**config.mk**
```make
export PLATFORM = sky130hd
export DESIGN_NAME = segment_attribute_map
export DESIGN_NICKNAME = d
export VERILOG_FILES = /design/src/pkg/segment_map_pkg.sv /design/src/design/segment_attribute_map.sv
export SDC_FILE = /design/constraint.sdc
export NUM_CORES = 1
export LEC_CHECK = 0
export ABC_AREA = 1
export BUFFER_PORTS_ARGS = -buffer_cell sky130_fd_sc_hd__buf_2
export CAP_MARGIN = 20
export CORE_MARGIN = 3
export CORE_UTILIZATION = 35
export CTS_CLUSTER_DIAMETER = 80
export DETAILED_ROUTE_END_ITERATION = 6
export PLACE_DENSITY = 0.66
export RECOVER_POWER = 50
export SYNTH_ARGS = -nofsm -noshare
export SYNTH_HDL_FRONTEND = slang
export SYNTH_SLANG_ARGS = --single-unit
```
**constraint.sdc**
```tcl
create_clock -name mclk -period 2.8 [get_ports mclk]
set_input_delay 0.28 -clock mclk [delete_from_list [all_inputs] [get_ports mclk]]
set_output_delay 0.28 -clock mclk [all_outputs]
set_load 0.02 [all_outputs]
```
**src/pkg/segment_map_pkg.sv**
```systemverilog
// Purpose: constants and carriers for the legacy segment attribute map
// Assumes: register index = printed offset, byte address = 4 * index
// Notes: one attribute nibble per 16 Kbyte segment, system BIOS is 64 Kbyte
package segment_map_pkg;

  localparam int unsigned ADDR_W = 32;
  localparam int unsigned WB_ADR_W = 10;
  localparam int unsigned ATTR_COUNT = 7;

  // register indexes, byte address is four times these
  localparam logic [7:0] IDX_ATTR_FIRST = 8'h59;
  localparam logic [7:0] IDX_ATTR_LAST = 8'h5f;
  localparam logic [7:0] IDX_HOLE_CTRL = 8'h40;
  localparam logic [7:0] IDX_ROUTE_STATUS = 8'h41;
  localparam logic [7:0] ATTR_RESET = 8'h00;
  localparam logic [7:0] HOLE_CTRL_RESET = 8'h00;

  // nibble field positions
  localparam int unsigned BIT_READ_EN = 0;
  localparam int unsigned BIT_WRITE_EN = 1;
  localparam int unsigned BIT_CACHE_EN = 2;
  localparam int unsigned NIBBLE_W = 4;
  localparam int unsigned HOLE_EN_BIT = 0;

  // address map, 16 Kbyte granule index is addr[19:14]
  localparam logic [ADDR_W-1:0] VIDEO_BASE = 32'h000a0000;
  localparam logic [ADDR_W-1:0] EXP_BASE = 32'h000c0000;
  localparam logic [ADDR_W-1:0] BIOS_BASE = 32'h000f0000;
  localparam logic [ADDR_W-1:0] EXT_BASE = 32'h00100000;
  localparam logic [5:0] GRANULE_EXP_FIRST = 6'h30;
  localparam int unsigned GRANULE_LSB = 14;

  // attribute triple returned by decode: {cache, write, read}
  localparam logic [2:0] ATTR_ALL = 3'h7;
  localparam logic [2:0] ATTR_NONE = 3'h0;

  typedef struct packed {
    logic valid;
    logic write;
    logic code;
    logic [ADDR_W-1:0] addr;
  } host_req_s;

  typedef struct packed {
    logic valid;
    logic to_memory;
    logic to_pci;
    logic l1_cacheable;
    logic l2_allocate;
  } host_route_s;

  typedef struct packed {
    logic valid;
    logic write;
    logic [ADDR_W-1:0] addr;
  } pci_req_s;

  typedef struct packed {
    logic valid;
    logic claim;
  } pci_ans_s;

endpackage

```
**src/design/segment_attribute_map.sv**
```systemverilog
// Purpose: per-segment read, write and cache attributes for 768 Kbyte - 1 Mbyte
// Assumes: classic wishbone slave, one answer one edge after the request
// Notes: routing decisions register one cycle after each request
`timescale 1ns/1ps

// Behaviour
// - thirteen segments in 768K..1M controlled by seven attribute registers
// - read enable set sends host reads to memory, else to pci
// - write enable set sends host writes to memory, else to pci
// - cache enable gives l1 cacheability with read enable, code reads only without write enable
// - read-only segment host writes skip dram and l2, go to pci
// - read-only segments never allocate into l2 cache
// - write-only segment reads go to pci, writes serviced by memory
// - disabled segment sends every host read and write to pci
// - read/write segment serviced by memory for host and pci masters
// - nibble layout: read bit 0/4, write 1/5, cache 2/6, reserved 3/7
// - pci master write claimed only when segment is writeable
// - pci master read claimed only when segment is readable
// - non-writeable write or non-readable read leaves devsel deasserted
// - pci accesses inside an enabled memory hole are never claimed
// - attribute registers at 59h..5fh, read/write, reset to 00h
// - c0000..dffff split into eight 16 Kbyte segments
// - e0000..effff split into four 16 Kbyte segments
// - f0000..fffff is one segment, upper nibble of first register
// - a0000..bffff always goes to pci, never cacheable
module segment_attribute_map #(
  parameter logic [31:0] HOLE_BASE = 32'h00f00000,
  parameter logic [31:0] HOLE_LIMIT = 32'h00ffffff
) (
  input wire logic mclk,
  input wire logic resetn,
  input wire logic wb_cyc_i,
  input wire logic wb_stb_i,
  input wire logic wb_we_i,
  input wire logic [segment_map_pkg::WB_ADR_W-1:2] wb_adr_i,
  input wire logic [3:0] wb_sel_i,
  input wire logic [31:0] wb_dat_i,
  output logic [31:0] wb_dat_o,
  output logic wb_ack_o,
  input wire segment_map_pkg::host_req_s host_req,
  output segment_map_pkg::host_route_s host_route,
  input wire segment_map_pkg::pci_req_s pci_req,
  output segment_map_pkg::pci_ans_s pci_ans
);

  // --------------------------------------------------------------
  // storage
  // --------------------------------------------------------------
  logic [7:0] segment_attribute_map [segment_map_pkg::ATTR_COUNT];
  logic [7:0] hole_ctrl;
  logic hole_enable;
  logic wb_hit;
  logic [7:0] reg_idx;
  logic attr_sel;
  logic [2:0] attr_idx;
  logic [31:0] next_dat;
  logic [2:0] host_attr;
  logic host_video;
  logic [2:0] pci_attr;
  logic pci_video;
  logic pci_in_hole;
  logic wr_strobe;

  assign reg_idx = wb_adr_i[segment_map_pkg::WB_ADR_W-1:2];
  assign wb_hit = wb_cyc_i && wb_stb_i && !wb_ack_o;
  assign attr_sel = (reg_idx >= segment_map_pkg::IDX_ATTR_FIRST)
                    && (reg_idx <= segment_map_pkg::IDX_ATTR_LAST);
  assign attr_idx = 3'(reg_idx - segment_map_pkg::IDX_ATTR_FIRST);
  assign hole_enable = hole_ctrl[segment_map_pkg::HOLE_EN_BIT];
  assign wr_strobe = wb_hit && wb_we_i && wb_sel_i[0];

  // --------------------------------------------------------------
  // address decode
  // --------------------------------------------------------------
  // --------------------------------------------------------------
  // segment state codes
  // --------------------------------------------------------------
  // coarse regions of the low megabyte
  typedef enum logic [4:0] {
    REGION_DOS = 5'h01,
    REGION_VIDEO = 5'h02,
    REGION_TABLE = 5'h04,
    REGION_SYS_BIOS = 5'h08,
    REGION_EXTENDED = 5'h10
  } region_e;

  // read/write state of one segment
  typedef enum logic [3:0] {
    RW_DISABLED = 4'h1,
    RW_READ_ONLY = 4'h2,
    RW_WRITE_ONLY = 4'h4,
    RW_READ_WRITE = 4'h8
  } rw_state_e;

  function automatic region_e region_of(input logic [31:0] addr);
    if (addr < segment_map_pkg::VIDEO_BASE) begin
      region_of = REGION_DOS;
    end else if (addr < segment_map_pkg::EXP_BASE) begin
      region_of = REGION_VIDEO;
    end else if (addr < segment_map_pkg::BIOS_BASE) begin
      region_of = REGION_TABLE;
    end else if (addr < segment_map_pkg::EXT_BASE) begin
      region_of = REGION_SYS_BIOS;
    end else begin
      region_of = REGION_EXTENDED;
    end
  endfunction

  function automatic rw_state_e rw_state(input logic [2:0] attr);
    case ({attr[segment_map_pkg::BIT_WRITE_EN], attr[segment_map_pkg::BIT_READ_EN]})
      2'h1: begin
        rw_state = RW_READ_ONLY;
      end
      2'h2: begin
        rw_state = RW_WRITE_ONLY;
      end
      2'h3: begin
        rw_state = RW_READ_WRITE;
      end
      default: begin
        rw_state = RW_DISABLED;
      end
    endcase
  endfunction

  // --------------------------------------------------------------
  // attribute lookup
  // --------------------------------------------------------------
  // 16 Kbyte segment nibble, c0000 upward
  function automatic logic [3:0] table_nibble(
    input logic [31:0] addr,
    input logic [7:0] map [segment_map_pkg::ATTR_COUNT]
  );
    logic [5:0] granule;
    logic [3:0] seg;
    logic [7:0] regv;
    granule = addr[segment_map_pkg::GRANULE_LSB +: $bits(granule)];
    seg = 4'(granule - segment_map_pkg::GRANULE_EXP_FIRST);
    regv = map[3'(seg[3:1]) + 3'h1];
    table_nibble = seg[0] ? regv[segment_map_pkg::NIBBLE_W +: segment_map_pkg::NIBBLE_W]
                          : regv[0 +: segment_map_pkg::NIBBLE_W];
  endfunction

  // returns {cache, write, read} for an address
  function automatic logic [2:0] segment_attr(
    input logic [31:0] addr,
    input logic [7:0] map [segment_map_pkg::ATTR_COUNT]
  );
    logic [3:0] nib;
    nib = 4'h0;
    case (region_of(addr))
      REGION_VIDEO: begin
        // video area ignores every attribute bit
        segment_attr = segment_map_pkg::ATTR_NONE;
      end
      REGION_TABLE: begin
        nib = table_nibble(addr, map);
        segment_attr = nib[2:0];
      end
      REGION_SYS_BIOS: begin
        // bios uses upper nibble of first register
        nib = map[0][segment_map_pkg::NIBBLE_W +: segment_map_pkg::NIBBLE_W];
        segment_attr = nib[2:0];
      end
      default: begin
        // dos area and extended memory always fully enabled
        segment_attr = segment_map_pkg::ATTR_ALL;
      end
    endcase
  endfunction

  function automatic logic is_video(input logic [31:0] addr);
    is_video = (region_of(addr) == REGION_VIDEO);
  endfunction

  // thirteen nibbles, bits 0/1/2 used, bit 3 reserved
  assign host_attr = segment_attr(host_req.addr, segment_attribute_map);
  assign pci_attr = segment_attr(pci_req.addr, segment_attribute_map);
  assign host_video = is_video(host_req.addr);
  assign pci_video = is_video(pci_req.addr);
  assign pci_in_hole = hole_enable && (pci_req.addr >= HOLE_BASE)
                       && (pci_req.addr <= HOLE_LIMIT);

  // --------------------------------------------------------------
  // register writes
  // --------------------------------------------------------------
  // attribute registers, reset 00h
  always_ff @(posedge mclk) begin
    if (!resetn) begin
      for (int i = 0; i < segment_map_pkg::ATTR_COUNT; i++) begin
        segment_attribute_map[i] <= segment_map_pkg::ATTR_RESET;
      end
    end else if (wr_strobe && attr_sel) begin
      segment_attribute_map[attr_idx] <= wb_dat_i[7:0];
    end
  end

  always_ff @(posedge mclk) begin
    if (!resetn) begin
      hole_ctrl <= segment_map_pkg::HOLE_CTRL_RESET;
    end else if (wr_strobe && reg_idx == segment_map_pkg::IDX_HOLE_CTRL) begin
      hole_ctrl <= {7'h00, wb_dat_i[segment_map_pkg::HOLE_EN_BIT]};
    end
  end

  // --------------------------------------------------------------
  // register reads and ack
  // --------------------------------------------------------------
  // live route flags for software, host valid in bit 0
  function automatic logic [31:0] status_word(
    input segment_map_pkg::host_route_s route,
    input segment_map_pkg::pci_ans_s ans
  );
    status_word = {26'h0000000, ans.claim, route.l2_allocate, route.l1_cacheable,
                   route.to_pci, route.to_memory, route.valid};
  endfunction

  always_comb begin
    next_dat = 32'h00000000;
    if (attr_sel) begin
      next_dat = {24'h000000, segment_attribute_map[attr_idx]};
    end else if (reg_idx == segment_map_pkg::IDX_HOLE_CTRL) begin
      next_dat = {24'h000000, hole_ctrl};
    end else if (reg_idx == segment_map_pkg::IDX_ROUTE_STATUS) begin
      next_dat = status_word(host_route, pci_ans);
    end
  end

  // unmapped indexes answer with zero data
  always_ff @(posedge mclk) begin
    if (!resetn) begin
      wb_ack_o <= 1'b0;
      wb_dat_o <= 32'h00000000;
    end else begin
      wb_ack_o <= wb_hit;
      if (wb_hit && !wb_we_i) begin
        wb_dat_o <= next_dat;
      end
    end
  end

  // --------------------------------------------------------------
  // host routing
  // --------------------------------------------------------------
  // route of one host cycle from its segment state
  function automatic segment_map_pkg::host_route_s host_decide(
    input segment_map_pkg::host_req_s req,
    input logic [2:0] attr,
    input logic video
  );
    logic ce_en;
    ce_en = attr[segment_map_pkg::BIT_CACHE_EN];
    host_decide = '0;
    host_decide.valid = 1'b1;
    if (video) begin
      host_decide.to_pci = 1'b1;
    end else begin
      case (rw_state(attr))
        RW_READ_ONLY: begin
          // writes skip dram and l2, go to pci
          host_decide.to_memory = !req.write;
          // l1 for code reads only, never l2
          host_decide.l1_cacheable = ce_en && req.code && !req.write;
        end
        RW_WRITE_ONLY: begin
          // reads to pci, writes to memory
          host_decide.to_memory = req.write;
        end
        RW_READ_WRITE: begin
          // memory services both directions, l2 when cache enabled
          host_decide.to_memory = 1'b1;
          host_decide.l1_cacheable = ce_en;
          host_decide.l2_allocate = ce_en;
        end
        default: begin
          host_decide.to_memory = 1'b0;
        end
      endcase
      host_decide.to_pci = !host_decide.to_memory;
    end
  endfunction

  // fields hold until the next request, valid pulses
  always_ff @(posedge mclk) begin
    if (!resetn) begin
      host_route <= '0;
    end else if (host_req.valid) begin
      host_route <= host_decide(host_req, host_attr, host_video);
    end else begin
      host_route.valid <= 1'b0;
    end
  end

  // --------------------------------------------------------------
  // pci master claim
  // --------------------------------------------------------------
  // devsel decision for one pci master access
  function automatic logic pci_claims(
    input segment_map_pkg::pci_req_s req,
    input logic [2:0] attr,
    input logic blocked
  );
    if (!req.valid || blocked) begin
      pci_claims = 1'b0;
    end else begin
      case (rw_state(attr))
        RW_READ_WRITE: begin
          pci_claims = 1'b1;
        end
        RW_READ_ONLY: begin
          pci_claims = !req.write;
        end
        RW_WRITE_ONLY: begin
          pci_claims = req.write;
        end
        default: begin
          pci_claims = 1'b0;
        end
      endcase
    end
  endfunction

  always_ff @(posedge mclk) begin
    if (!resetn) begin
      pci_ans <= '0;
    end else begin
      pci_ans.valid <= pci_req.valid;
      // hole and video range never claimed
      pci_ans.claim <= pci_claims(pci_req, pci_attr, pci_video || pci_in_hole);
    end
  end

endmodule

```
==> results_dict.tcl <==
set metrics [dict create \
    postSynth.topFlopCell "sky130_fd_sc_hd__dfxtp_1" \
    rsz0062_at_grt "false" \
    min-delay-start "pci_req[33]" \
    route.detailed.drc 0 \
    detailedPlacementHpwl_um 9750 \
    n_fill_cell 1384 \
    antenna_violations_before_repair 0 \
    yosysUniqueCellTypes 36 \
    hold_end "pci_ans[1]" \
    leakagePower_nw 2.16 \
    insertion_delay_ns 0.33 \
    cts-buffers-inserted 9 \
    tns_ns 0 \
    grtUsageTotal_pct 18.1 \
    portBuffers 78 \
    synth_area_leader_cell "sky130_fd_sc_hd__dfxtp_1" \
    hold_buffers 0 \
    cp.required_ns 3.06 \
    post_synth_inst_count 717 \
    worst-r2r-cell-count 8 \
    multiInputGateArea_um2 2540 \
    fmax_mhz 460 \
    synth-async-reset-ratio_pct 0 \
    cts.sinks 73 \
    syn_to_final_growth_pct 14.5 \
    first_global_vias 4243 \
    cts_setup_buffers 0 \
    seq_area_frac_synth_pct 31.5 \
    placement_rows 41 \
    report.final.hold_viol_count 0 \
    internal_power_mw 1.94 \
    preCtsSetupSlack_ns 0.456 \
    timing.rr.start "wb_ack_o" \
    synth_top_cells_by_area "sky130_fd_sc_hd__dfxtp_1 31%, sky130_fd_sc_hd__nand2_1 11%, sky130_fd_sc_hd__a21oi_1 10%" \
    num-nets-final 906 \
    power.switching_fraction_pct 27.1 \
    die_area_um2 14700 \
    timing.hold.worst.class "primary input to register" \
    io_pins 158 \
    combPwrFrac_pct 13.5 \
    number_of_enable_flip_flop_cells_after_synthesis 0 \
    place_congestion 0.860 \
    detailroute.via_count 4705 \
    grt_first_pass_wirelength_um 21300 \
    syn-cell-area_um2 4640 \
    coreArea_um2 12800 \
    h-tree-depth 3 \
    crit-reg2reg-capture "segment_attribute_map[52]" \
    floorplan.die.width_um 121 \
    power.switching_mw 0.720 \
    worst_vdd_rail_ir_drop_uv 265 \
    setup_viol 0 \
    p_clk_share_pct 46.9 \
    viasPerCell 4.91 \
    grt_overflow 0 \
    layout.cell_area.non_filler_um2 5320 \
    antenna-diode-count 0 \
    yosys_warnings 0 \
    final-seq-area_um2 1460 \
    timing.final.crit_period_ns 2.18 \
    initial_utilization_pct 36.3 \
    worst_slew_pin_slew_ns 1.06 \
    cts.root.buffer_cell "sky130_fd_sc_hd__clkbuf_16" \
    maxCapViolations 0 \
    totalWireLength_um 13400 \
    postCtsResizedCells 0 \
    tritoncts "yes" \
    timing.final.max_slew_violations 0 \
    postPlaceCellArea_um2 5020 \
    grt_max_degree 47 \
    drt_iter0_drc 326 \
    synth-seq-cells 73 \
    synth_top_area_share_pct 31.5 \
    detail_route.first_pass.iterations 4 \
    die_ht_um 121 \
    post-route-worst-setup-slack_ns 0.625 \
    crit_path_max_fanout 16 \
    critPathArrivalTime_ns 2.44 \
    relSlewSlack_pct 29.5 \
    worst_hold_slack_ns 0.147 \
    ctsLongestPathBuffers 2 \
    syn_avg_cell_area_um2 6.47 \
    detail_route.wl_per_cell_um 14.0 \
    crit_path_end_kind "register" \
    critPathKind "primary input to register" \
    drive_above_1_share_pct 12.1 \
    finalClockSkew_ns 0.00558 \
    cts.clk_slew.worst_paths_ns 0.06 \
    power_density_nw_per_um2 500 \
    worst_hold_path.num_cells 3 \
    rrSetupSlack_ns 1.09 \
    fin_crit_share_pct 77.7 \
    power_frac_seq_pct 39.5 \
    drtAntennaViolNets 0 \
    run_status "complete, no violations" \
    cp-start-kind "primary input" \
]
## flip-flops by register name, indices dropped and copies added (netlist names)
register,flops
wb_dat_o,8
wb_ack_o,1
host_route,5
segment_attribute_map,56
hole_ctrl,1
pci_ans,2
## routing by layer
metal	wire [um]	share of wire (%)	vias up	track usage [%]
li1	-	-	2464	-
met1	6290	47	2078	24.7
met2	6090	45	148	29.4
met3	831	6.2	15	3.31
met4	208	1.5	0	5.11
met5	0	0	-	0
## cell families (layout without fill, tap and decap cells)
logic type	after synthesis	in the layout	synth area share [%]
simple gates	269	269	26.1
compound gates	216	216	24.6
buf+inv	150	196	15.6
flops	73	73	31.5
fa+ha+maj	7	7	1.89
other cells	1	24	0.0808
xor+xnor	1	1	0.189
## critical path: stages
cell,delay (ns)
sky130_fd_sc_hd__clkbuf_1,0.10
sky130_fd_sc_hd__inv_1,0.33
sky130_fd_sc_hd__ha_1,0.24
sky130_fd_sc_hd__inv_1,0.05
sky130_fd_sc_hd__nor3_1,0.15
sky130_fd_sc_hd__nor2_1,0.08
sky130_fd_sc_hd__nand2_2,0.11
sky130_fd_sc_hd__clkinvlp_2,0.25
sky130_fd_sc_hd__nand2_4,0.18
sky130_fd_sc_hd__nor2_8,0.05
sky130_fd_sc_hd__nand2_2,0.32
sky130_fd_sc_hd__o21ai_0,0.13
sky130_fd_sc_hd__a21oi_1,0.16
## power groups by stage
stage          clock [mW]  sequential [mW]  combinational [mW]
2_1_floorplan           0             1.08               0.251
3_3_place_gp            0             1.07               0.356
3_5_place_dp            0             1.07               0.358
4_1_cts              1.26             1.05               0.359
5_1_grt              1.30             1.05               0.405
6_report             1.25             1.05               0.360
## worst max-delay path by stage
stage,to,slack (ns),cells after the start,start
after CTS,segment_attribute_map[50],0.82,12,wb_adr_i[2]
after global routing,segment_attribute_map[45],0.37,13,wb_adr_i[2]
after global placement,segment_attribute_map[52],0.50,12,wb_adr_i[2]
final,segment_attribute_map[51],0.62,13,wb_adr_i[2]
after detailed placement,segment_attribute_map[50],0.46,12,wb_adr_i[2]
after floorplan,wb_dat_o[3],0.72,13,wb_adr_i[2]
## synth_stat cells, drive strengths merged (2+ instances only)
library cell	n
a211oi	2
a21o	5
a21oi	95
buf	43
clkbuf	13
dfxtp	73
ha	7
inv	93
nand2	138
nand3	69
nand4	8
nor2	48
nor3	2
nor4	2
o2111ai	2
o211ai	8
o21ai	95
o22ai	5
o31ai	2
## stage by stage
step                      cells  util [%]  power [mW]
final                       958      41.6        2.66
after global routing        958      41.6        2.76
after CTS                   958      41.8        2.67
after detailed placement    942      39.3        1.43
after global placement      942      39.3        1.43
after floorplan             740         -        1.33
## cell type report
| class | instances | area share, % |
|---|---|---|
| well taps | 172 | 4.05 |
| clock inverters | 6 | 1.74 |
| inverters | 94 | 6.66 |
| repair buffers | 86 | 7.93 |
| multi-input cells | 517 | 47.8 |
| flip-flops and latches | 73 | 27.5 |
| clock buffers | 10 | 4.31 |
## cell usage in the layout (no fill, tap or decap), types with 5 or more instances in the layout
| master | Yosys | final |
|---|---|---|
| sky130_fd_sc_hd__conb_1 | 1 | 24 |
| sky130_fd_sc_hd__a21o_1 | 5 | 5 |
| sky130_fd_sc_hd__clkbuf_16 | 0 | 9 |
| sky130_fd_sc_hd__clkbuf_1 | 13 | 22 |
| sky130_fd_sc_hd__nand4_1 | 8 | 8 |
| sky130_fd_sc_hd__o21ai_0 | 94 | 94 |
| sky130_fd_sc_hd__nor2_1 | 45 | 45 |
| sky130_fd_sc_hd__buf_2 | 9 | 58 |
| sky130_fd_sc_hd__a21oi_1 | 95 | 95 |
| sky130_fd_sc_hd__nand2_2 | 7 | 7 |
| sky130_fd_sc_hd__buf_4 | 26 | 7 |
| sky130_fd_sc_hd__o211ai_1 | 8 | 8 |
| sky130_fd_sc_hd__inv_1 | 93 | 93 |
| sky130_fd_sc_hd__o22ai_1 | 5 | 5 |
| sky130_fd_sc_hd__ha_1 | 7 | 7 |
| sky130_fd_sc_hd__nand2_1 | 130 | 130 |
| sky130_fd_sc_hd__nand3_1 | 68 | 68 |
| sky130_fd_sc_hd__dfxtp_1 | 73 | 73 |
Note: power is estimated with default switching activity, not from simulation.
